[src/design/pin_mux_pkg.sv]
`default_nettype none
package pin_mux_pkg;
  // pin indices inside the shared group
  localparam int unsigned PIN_MISO  = 0; // port_b_pin_2
  localparam int unsigned PIN_MOSI  = 1; // port_b_pin_3
  localparam int unsigned PIN_PULSE_WIDTH_OUTPUT_0  = 2; // port_a_pin_0
  localparam int unsigned PIN_COUNT = 3;

  // function select codes per pin
  typedef enum logic [1:0] {
    FUNC_PORT   = 2'h0,
    FUNC_SPI    = 2'h1,
    FUNC_TIMER  = 2'h2,
    FUNC_PWM    = 2'h3
  } pin_func_t;

  // reset values: port function, input direction, data low
  localparam pin_func_t RESET_FUNC = FUNC_PORT;
  localparam logic      RESET_DIR  = 1'h0;
  localparam logic      RESET_DATA = 1'h0;
endpackage
`default_nettype wire

[src/design/port_pin_function_select.sv]
// Overview of operation
// - each port pin individually input or output
// - miso pin resets to port function
// - mosi pin resets to port function
// - pulse_width_output_0 pin resets to port function
// - integration unit picks peripheral function
// - miso input as master, output as slave
// - unselected slave floats miso
`default_nettype none
module port_pin_function_select
  import pin_mux_pkg::*;
(
  input  wire logic                   core_clk,
  input  wire logic                   nrst,
  // port data/direction from software-visible port logic
  input  wire logic [2:0]             port_dir,
  input  wire logic [2:0]             port_data,
  // function selects from system_integration_unit
  input  wire pin_mux_pkg::pin_func_t sel_b2,
  input  wire pin_mux_pkg::pin_func_t sel_b3,
  input  wire pin_mux_pkg::pin_func_t sel_a0,
  // spi peripheral side
  input  wire logic                   spi_master,
  input  wire logic                   spi_ss_n,
  input  wire logic                   spi_miso_out,
  input  wire logic                   spi_mosi_out,
  output logic                        spi_miso_in,
  output logic                        spi_mosi_in,
  // timer and pwm side
  input  wire logic                   timer_channel_2_out,
  input  wire logic                   timer_channel_2_oe,
  input  wire logic                   timer_channel_3_out,
  input  wire logic                   timer_channel_3_oe,
  input  wire logic                   pulse_width_output_0,
  output logic                        timer_channel_2_in,
  output logic                        timer_channel_3_in,
  // pins: input, output, output enable; registered copy of pin input for the port
  input  wire logic [2:0]             pin_in,
  output logic      [2:0]             pin_out,
  output logic      [2:0]             pin_oe,
  output logic      [2:0]             port_in
);
  import pin_mux_pkg::*;

  pin_func_t  func [PIN_COUNT];
  pin_func_t  next_func [PIN_COUNT];
  logic [2:0] next_out;
  logic [2:0] next_oe;
  logic [2:0] next_port_in;
  logic [2:0] next_periph_in;
  logic [2:0] periph_in;

  // latch selects; illegal pin/function pairs fall back to port
  always_comb begin
    next_func[PIN_MISO] = (sel_b2 == FUNC_SPI || sel_b2 == FUNC_TIMER)
                          ? sel_b2 : FUNC_PORT;
    next_func[PIN_MOSI] = (sel_b3 == FUNC_SPI || sel_b3 == FUNC_TIMER)
                          ? sel_b3 : FUNC_PORT;
    next_func[PIN_PULSE_WIDTH_OUTPUT_0] = (sel_a0 == FUNC_PWM) ? FUNC_PWM : FUNC_PORT;
  end

  // drive selection per pin; registered so every output is a flop
  always_comb begin
    next_out = '0;
    next_oe  = '0;
    for (int i = 0; i < PIN_COUNT; i++) begin
      next_out[i] = port_data[i];
      next_oe[i]  = port_dir[i];
    end
    unique case (func[PIN_MISO])
      FUNC_SPI: begin
        next_out[PIN_MISO] = spi_miso_out;
        next_oe[PIN_MISO]  = !spi_master && !spi_ss_n;
      end
      FUNC_TIMER: begin
        next_out[PIN_MISO] = timer_channel_2_out;
        next_oe[PIN_MISO]  = timer_channel_2_oe;
      end
      default: ;
    endcase
    unique case (func[PIN_MOSI])
      FUNC_SPI: begin
        next_out[PIN_MOSI] = spi_mosi_out;
        next_oe[PIN_MOSI]  = spi_master;
      end
      FUNC_TIMER: begin
        next_out[PIN_MOSI] = timer_channel_3_out;
        next_oe[PIN_MOSI]  = timer_channel_3_oe;
      end
      default: ;
    endcase
    if (func[PIN_PULSE_WIDTH_OUTPUT_0] == FUNC_PWM) begin
      next_out[PIN_PULSE_WIDTH_OUTPUT_0] = pulse_width_output_0;
      next_oe[PIN_PULSE_WIDTH_OUTPUT_0]  = 1'h1;
    end
    next_port_in   = pin_in;
    next_periph_in = pin_in;
  end

  // registers; reset leaves all pins as port inputs
  always_ff @(posedge core_clk) begin
    if (!nrst) begin
      for (int i = 0; i < PIN_COUNT; i++) func[i] <= RESET_FUNC;
      pin_out   <= {PIN_COUNT{RESET_DATA}};
      pin_oe    <= {PIN_COUNT{RESET_DIR}};
      port_in   <= '0;
      periph_in <= '0;
    end else begin
      func      <= next_func;
      pin_out   <= next_out;
      pin_oe    <= next_oe;
      port_in   <= next_port_in;
      periph_in <= next_periph_in;
    end
  end

  // peripheral inputs are flop copies; one extra cycle of latency
  assign spi_miso_in        = periph_in[PIN_MISO];
  assign spi_mosi_in        = periph_in[PIN_MOSI];
  assign timer_channel_2_in = periph_in[PIN_MISO];
  assign timer_channel_3_in = periph_in[PIN_MOSI];

  // assertions
  property p_reset_port;
    @(posedge core_clk) !nrst |=> (pin_oe == 3'h0); 
  endproperty
  a_reset_port: assert property (p_reset_port)
    else $error("pins not inputs after reset");

  property p_port_dir;
    @(posedge core_clk) disable iff (!nrst)
      (func[PIN_PULSE_WIDTH_OUTPUT_0] == FUNC_PORT) |=>
        (pin_oe[PIN_PULSE_WIDTH_OUTPUT_0] == $past(port_dir[PIN_PULSE_WIDTH_OUTPUT_0]));
  endproperty
  a_port_dir: assert property (p_port_dir)
    else $error("port direction not followed");

  property p_miso_float;
    @(posedge core_clk) disable iff (!nrst)
      (func[PIN_MISO] == FUNC_SPI && spi_ss_n) |=> !pin_oe[PIN_MISO];
  endproperty
  a_miso_float: assert property (p_miso_float)
    else $error("unselected slave drives miso");

  property p_miso_master_in;
    @(posedge core_clk) disable iff (!nrst)
      (func[PIN_MISO] == FUNC_SPI && spi_master) |=> !pin_oe[PIN_MISO];
  endproperty
  a_miso_master_in: assert property (p_miso_master_in)
    else $error("master drives miso");

  property p_mosi_master;
    @(posedge core_clk) disable iff (!nrst)
      (func[PIN_MOSI] == FUNC_SPI) |=>
        (pin_oe[PIN_MOSI] == $past(spi_master) &&
         pin_out[PIN_MOSI] == $past(spi_mosi_out));
  endproperty
  a_mosi_master: assert property (p_mosi_master)
    else $error("mosi not driven by master");

  property p_miso_data;
    @(posedge core_clk) disable iff (!nrst)
      (func[PIN_MISO] == FUNC_SPI) |=>
        (pin_out[PIN_MISO] == $past(spi_miso_out));
  endproperty
  a_miso_data: assert property (p_miso_data)
    else $error("miso data not from spi");

  property p_pwm_override;
    @(posedge core_clk) disable iff (!nrst)
      (func[PIN_PULSE_WIDTH_OUTPUT_0] == FUNC_PWM) |=>
        (pin_oe[PIN_PULSE_WIDTH_OUTPUT_0] && pin_out[PIN_PULSE_WIDTH_OUTPUT_0] == $past(pulse_width_output_0));
  endproperty
  a_pwm_override: assert property (p_pwm_override)
    else $error("pwm does not override port");

  property p_select;
    @(posedge core_clk) disable iff (!nrst)
      (sel_a0 == FUNC_PWM) |=> (func[PIN_PULSE_WIDTH_OUTPUT_0] == FUNC_PWM);
  endproperty
  a_select: assert property (p_select)
    else $error("select not taken");

  property p_reset_func;
    @(posedge core_clk) !nrst |=>
      (func[PIN_MISO] == FUNC_PORT && func[PIN_MOSI] == FUNC_PORT &&
       func[PIN_PULSE_WIDTH_OUTPUT_0] == FUNC_PORT);
  endproperty
  a_reset_func: assert property (p_reset_func)
    else $error("pin function not port after reset");

  property p_port_in;
    @(posedge core_clk) disable iff (!nrst)
      nrst |=> (port_in == $past(pin_in));
  endproperty
  a_port_in: assert property (p_port_in)
    else $error("port input not a copy of the pins");

  property p_timer_override;
    @(posedge core_clk) disable iff (!nrst)
      (func[PIN_MISO] == FUNC_TIMER) |=>
        (pin_oe[PIN_MISO] == $past(timer_channel_2_oe) &&
         pin_out[PIN_MISO] == $past(timer_channel_2_out));
  endproperty
  a_timer_override: assert property (p_timer_override)
    else $error("timer does not override port");

  property p_refuse;
    @(posedge core_clk) disable iff (!nrst)
      (sel_b3 == FUNC_PWM) |=> (func[PIN_MOSI] == FUNC_PORT);
  endproperty
  a_refuse: assert property (p_refuse)
    else $error("illegal select not refused");

  c_slave_drive: cover property (@(posedge core_clk)
    func[PIN_MISO] == FUNC_SPI && pin_oe[PIN_MISO]);
  c_timer2: cover property (@(posedge core_clk)
    func[PIN_MISO] == FUNC_TIMER);
  c_pwm: cover property (@(posedge core_clk) func[PIN_PULSE_WIDTH_OUTPUT_0] == FUNC_PWM);
  c_master_mosi: cover property (@(posedge core_clk)
    func[PIN_MOSI] == FUNC_SPI && pin_oe[PIN_MOSI]);
endmodule
`default_nettype wire

[config.mk]
export PLATFORM = sky130hd
export DESIGN_NAME = port_pin_function_select
export DESIGN_NICKNAME = d
export VERILOG_FILES = /design/src/design/pin_mux_pkg.sv /design/src/design/port_pin_function_select.sv
export SDC_FILE = /design/constraint.sdc
export NUM_CORES = 1
export LEC_CHECK = 0
export BUFFER_PORTS_ARGS = -buffer_cell sky130_fd_sc_hd__buf_2
export CAP_MARGIN = 25
export CORE_UTILIZATION = 38
export CTS_CLUSTER_SIZE = 24
export DETAILED_ROUTE_END_ITERATION = 10
export GPL_TIMING_DRIVEN = 1
export HOLD_SLACK_MARGIN = 0.1
export MAX_ROUTING_LAYER = met4
export PLACE_DENSITY = 0.75
export SLEW_MARGIN = 20
export SYNTH_ARGS = -nofsm -noshare
export SYNTH_HDL_FRONTEND = slang
export SYNTH_SLANG_ARGS = --single-unit
[constraint.sdc]
create_clock -name core_clk -period 1.3 [get_ports core_clk]
set_input_delay 0 -clock core_clk [delete_from_list [all_inputs] [get_ports core_clk]]
set_output_delay 0 -clock core_clk [all_outputs]
set_load 0.05 [all_outputs]
==> run metrics <==
All-Layer GR Usage=0.206; residual antenna-violating net count after detailed routing=0; port buffer count=38; CTS-repair resized insts=0; slowest cell on the critical path=sky130_fd_sc_hd__dlygate4sd3_1; min-delay worst type=input pin to flip-flop; number of global-route vias before repair=577; clock tree root driver cell=sky130_fd_sc_hd__clkbuf_4; detail-routed net length per standard cell=10.7 um; Ys Warns=0; Routability Congestion=between 0.6 and 0.7; width of the die=roughly 40 um; die area=approximately 1600 sq um; die height=approximately 40 um; number of nets in the final layout=152; start point of the worst hold path=nrst; Core Rows=13; GR Overflow Total=0; area delta synth->final=92.2%; maximum clock insertion buffer count=2; critical path start-end classification=flip-flop to flip-flop; largest net degree at the start of global routing=9; Tcrit/Tclk final=0.951; highest net fanout along the worst path=2; proportion of layout cells with a drive suffix above 1=0.355; 1st-pass router iterations=4; unrepaired setup endpoints after global routing=no; Cell Area, Synth=around 550 sq um; combined area of the multi-input logic cells=~220 sq um; Peak VDD IR=between 0.7 and 0.8 mV; slowest stage delay, CP=between 500 and 600 ps; final hold viol count=0; worst-case headroom to the max-slew limit=0.821; flip-flop and latch area=around 280 sq um; element type at the critical path end=flip-flop; highest attainable clock frequency=a little over 800 MHz; Antenna Cells=0; Total Power Consumption=1.06 mW; number of pins with negative max-slew slack in the final report=0; Lkg Pwr=around 0.53 nW; I/O Pins=39; cell family with the largest share of critical-path delay=buffers and inverters; Filler Cells Inserted=85; mean instance size in the synthesized netlist=10.1 sq um; FF+latch count, synth=14; wire length of the first global-routing pass=around 2.1 mm; total power density per cell area=1000 nW/um^2; count of vias placed by the detailed router=approximately 610; number of remaining DRC errors=0; Core Area=approximately 1300 sq um; detailed-placement wirelength estimate=790 um; Final Skew=~6.5 ps; buffer and inverter count on the worst path=1; overall routed net length=approximately 1.5 mm; starting utilization of the core area=0.416; instance count of the mapped netlist=between 50 and 60; worst r2r src=func[0]$_SDFF_PN0_; number of distinct library cell variants in the gate-level netlist after synthesis=16; type of origin of the critical path=flip-flop; Finish-stage setup viols=0; Setup TNS Final=0 ps; initial antenna violation count=0; syn nets=84; Critical Path Start=func[0]$_SDFF_PN0_; number of DRC markers in iteration 0=5; Vias/cell=about 4.5; Critical Path RT=roughly 1500 ps; result of the run=complete, no violations; share of synthesized area occupied by flip-flops and latches=0.511; Tmin final=approximately 1200 ps; CTS Sinks=14; signal arrival time at the worst endpoint=approximately 1400 ps; CTS buffer count=3; actual transition at the worst max-transition pin=268 ps; H-tree depth=1; CP cell instances=mux2i_1, dlygate4sd3_1, nor2_1; TritonCTS clock tree=done; Worst-Skew Late Latency=280 ps; clock transition time at the flip-flop clock pins of the worst setup and hold paths=~90 ps; Max-cap violations=0
==> worst reg2reg max path: cells and delay by family, from the launching register on <==
family	cells	cell delay, ps
flops	1	350
simple gates	1	40
mux	1	180
buf+inv	1	560
==> where the power goes <==
group	switching [mW]	internal (mW)	leakage [nW]
clock network	0.147	0.170	0.0210
registers	0.00801	0.454	0.116
logic	0.151	0.126	0.394
==> what timing repair did <==
action	4_1_cts	5_1_grt
hold endpoints to repair	14	0
setup buffers	0	0
hold buffers	29	0
==> logic make-up after synthesis <==
logic type      share of synthesized area
buf+inv                            0.0959
fa+ha+maj                          0.0913
compound gates                     0.0845
flops                               0.511
simple gates                        0.199
mux                                0.0183
==> layout make-up <==
type,instances,share of cell area
clock buffers,4,0.0344
inverters,6,0.0214
multi-input cells,30,0.204
flip-flops and latches,14,0.266
well taps,15,0.0178
repair buffers,67,0.456
==> cell usage in the layout, fill, tap and decap left out <==
cell type / count
sky130_fd_sc_hd__a221oi_2: 1
sky130_fd_sc_hd__and2_1: 3
sky130_fd_sc_hd__ha_1: 4
sky130_fd_sc_hd__mux2i_1: 1
sky130_fd_sc_hd__and3_1: 1
sky130_fd_sc_hd__a221oi_1: 3
sky130_fd_sc_hd__dlygate4sd3_1: 29
sky130_fd_sc_hd__dfxtp_1: 14
sky130_fd_sc_hd__or3b_1: 1
sky130_fd_sc_hd__nor3_1: 3
sky130_fd_sc_hd__buf_2: 38
sky130_fd_sc_hd__clkbuf_4: 3
sky130_fd_sc_hd__nor2_1: 5
sky130_fd_sc_hd__clkbuf_8: 1
sky130_fd_sc_hd__nor3b_1: 2
sky130_fd_sc_hd__a21oi_1: 1
sky130_fd_sc_hd__inv_1: 6
sky130_fd_sc_hd__nor2b_1: 3
sky130_fd_sc_hd__nand2_1: 2
==> flip-flops by register name, indices dropped and copies added (netlist names) <==
name,count
func,5
periph_in,3
pin_oe,3
pin_out,3
==> cells in the mapped netlist <==
library cell,n,area share
sky130_fd_sc_hd__nand2_1,2,0.014
sky130_fd_sc_hd__nor2_1,5,0.034
sky130_fd_sc_hd__a221oi_1,3,0.048
sky130_fd_sc_hd__inv_1,6,0.041
sky130_fd_sc_hd__nor3_1,3,0.027
sky130_fd_sc_hd__a21oi_1,1,0.0091
sky130_fd_sc_hd__buf_4,4,0.055
sky130_fd_sc_hd__or3b_1,1,0.016
sky130_fd_sc_hd__a221oi_2,1,0.027
sky130_fd_sc_hd__and2_1,3,0.034
sky130_fd_sc_hd__mux2i_1,1,0.018
sky130_fd_sc_hd__and3_1,1,0.011
sky130_fd_sc_hd__nor2b_1,3,0.034
sky130_fd_sc_hd__nor3b_1,2,0.027
sky130_fd_sc_hd__ha_1,4,0.091
sky130_fd_sc_hd__dfxtp_1,14,0.51
==> metrics by stage <==
step | hold WS (ps) | std cells | utilization | cell area [sq um] | worst slack [ps]
after CTS | 162 | 136 | 0.800 | 1050 | 73.9
after global placement | 168 | 103 | 0.552 | 727 | 167
final | 156 | 136 | 0.800 | 1050 | 63.8
after floorplan | 71.5 | 54 | - | 548 | 204
after detailed placement | 174 | 103 | 0.552 | 727 | 145
after global routing | 171 | 136 | 0.800 | 1050 | 23.4
==> final timing paths <==
| path | slack [ps] | endpoint | cells after the start |
|---|---|---|---|
| max | 60 | pin_out[2]$_SDFF_PN0_ | 3 |
| min reg2reg | 490 | pin_oe[2]$_SDFF_PN0_ | 2 |
| max reg2reg | 60 | pin_out[2]$_SDFF_PN0_ | 3 |
| min | 160 | pin_out[2]$_SDFF_PN0_ | 3 |
==> layer usage <==
metal,wire length (um),vias to the layer above,track usage,part of all wire
li1,-,308,-,-
met5,0,-,-,0
met4,14,0,0.103,0.0096
met2,749,33,0.383,0.51
met3,114,2,0.0556,0.078
met1,576,265,0.189,0.40
Power figures use the tool's default switching activity.
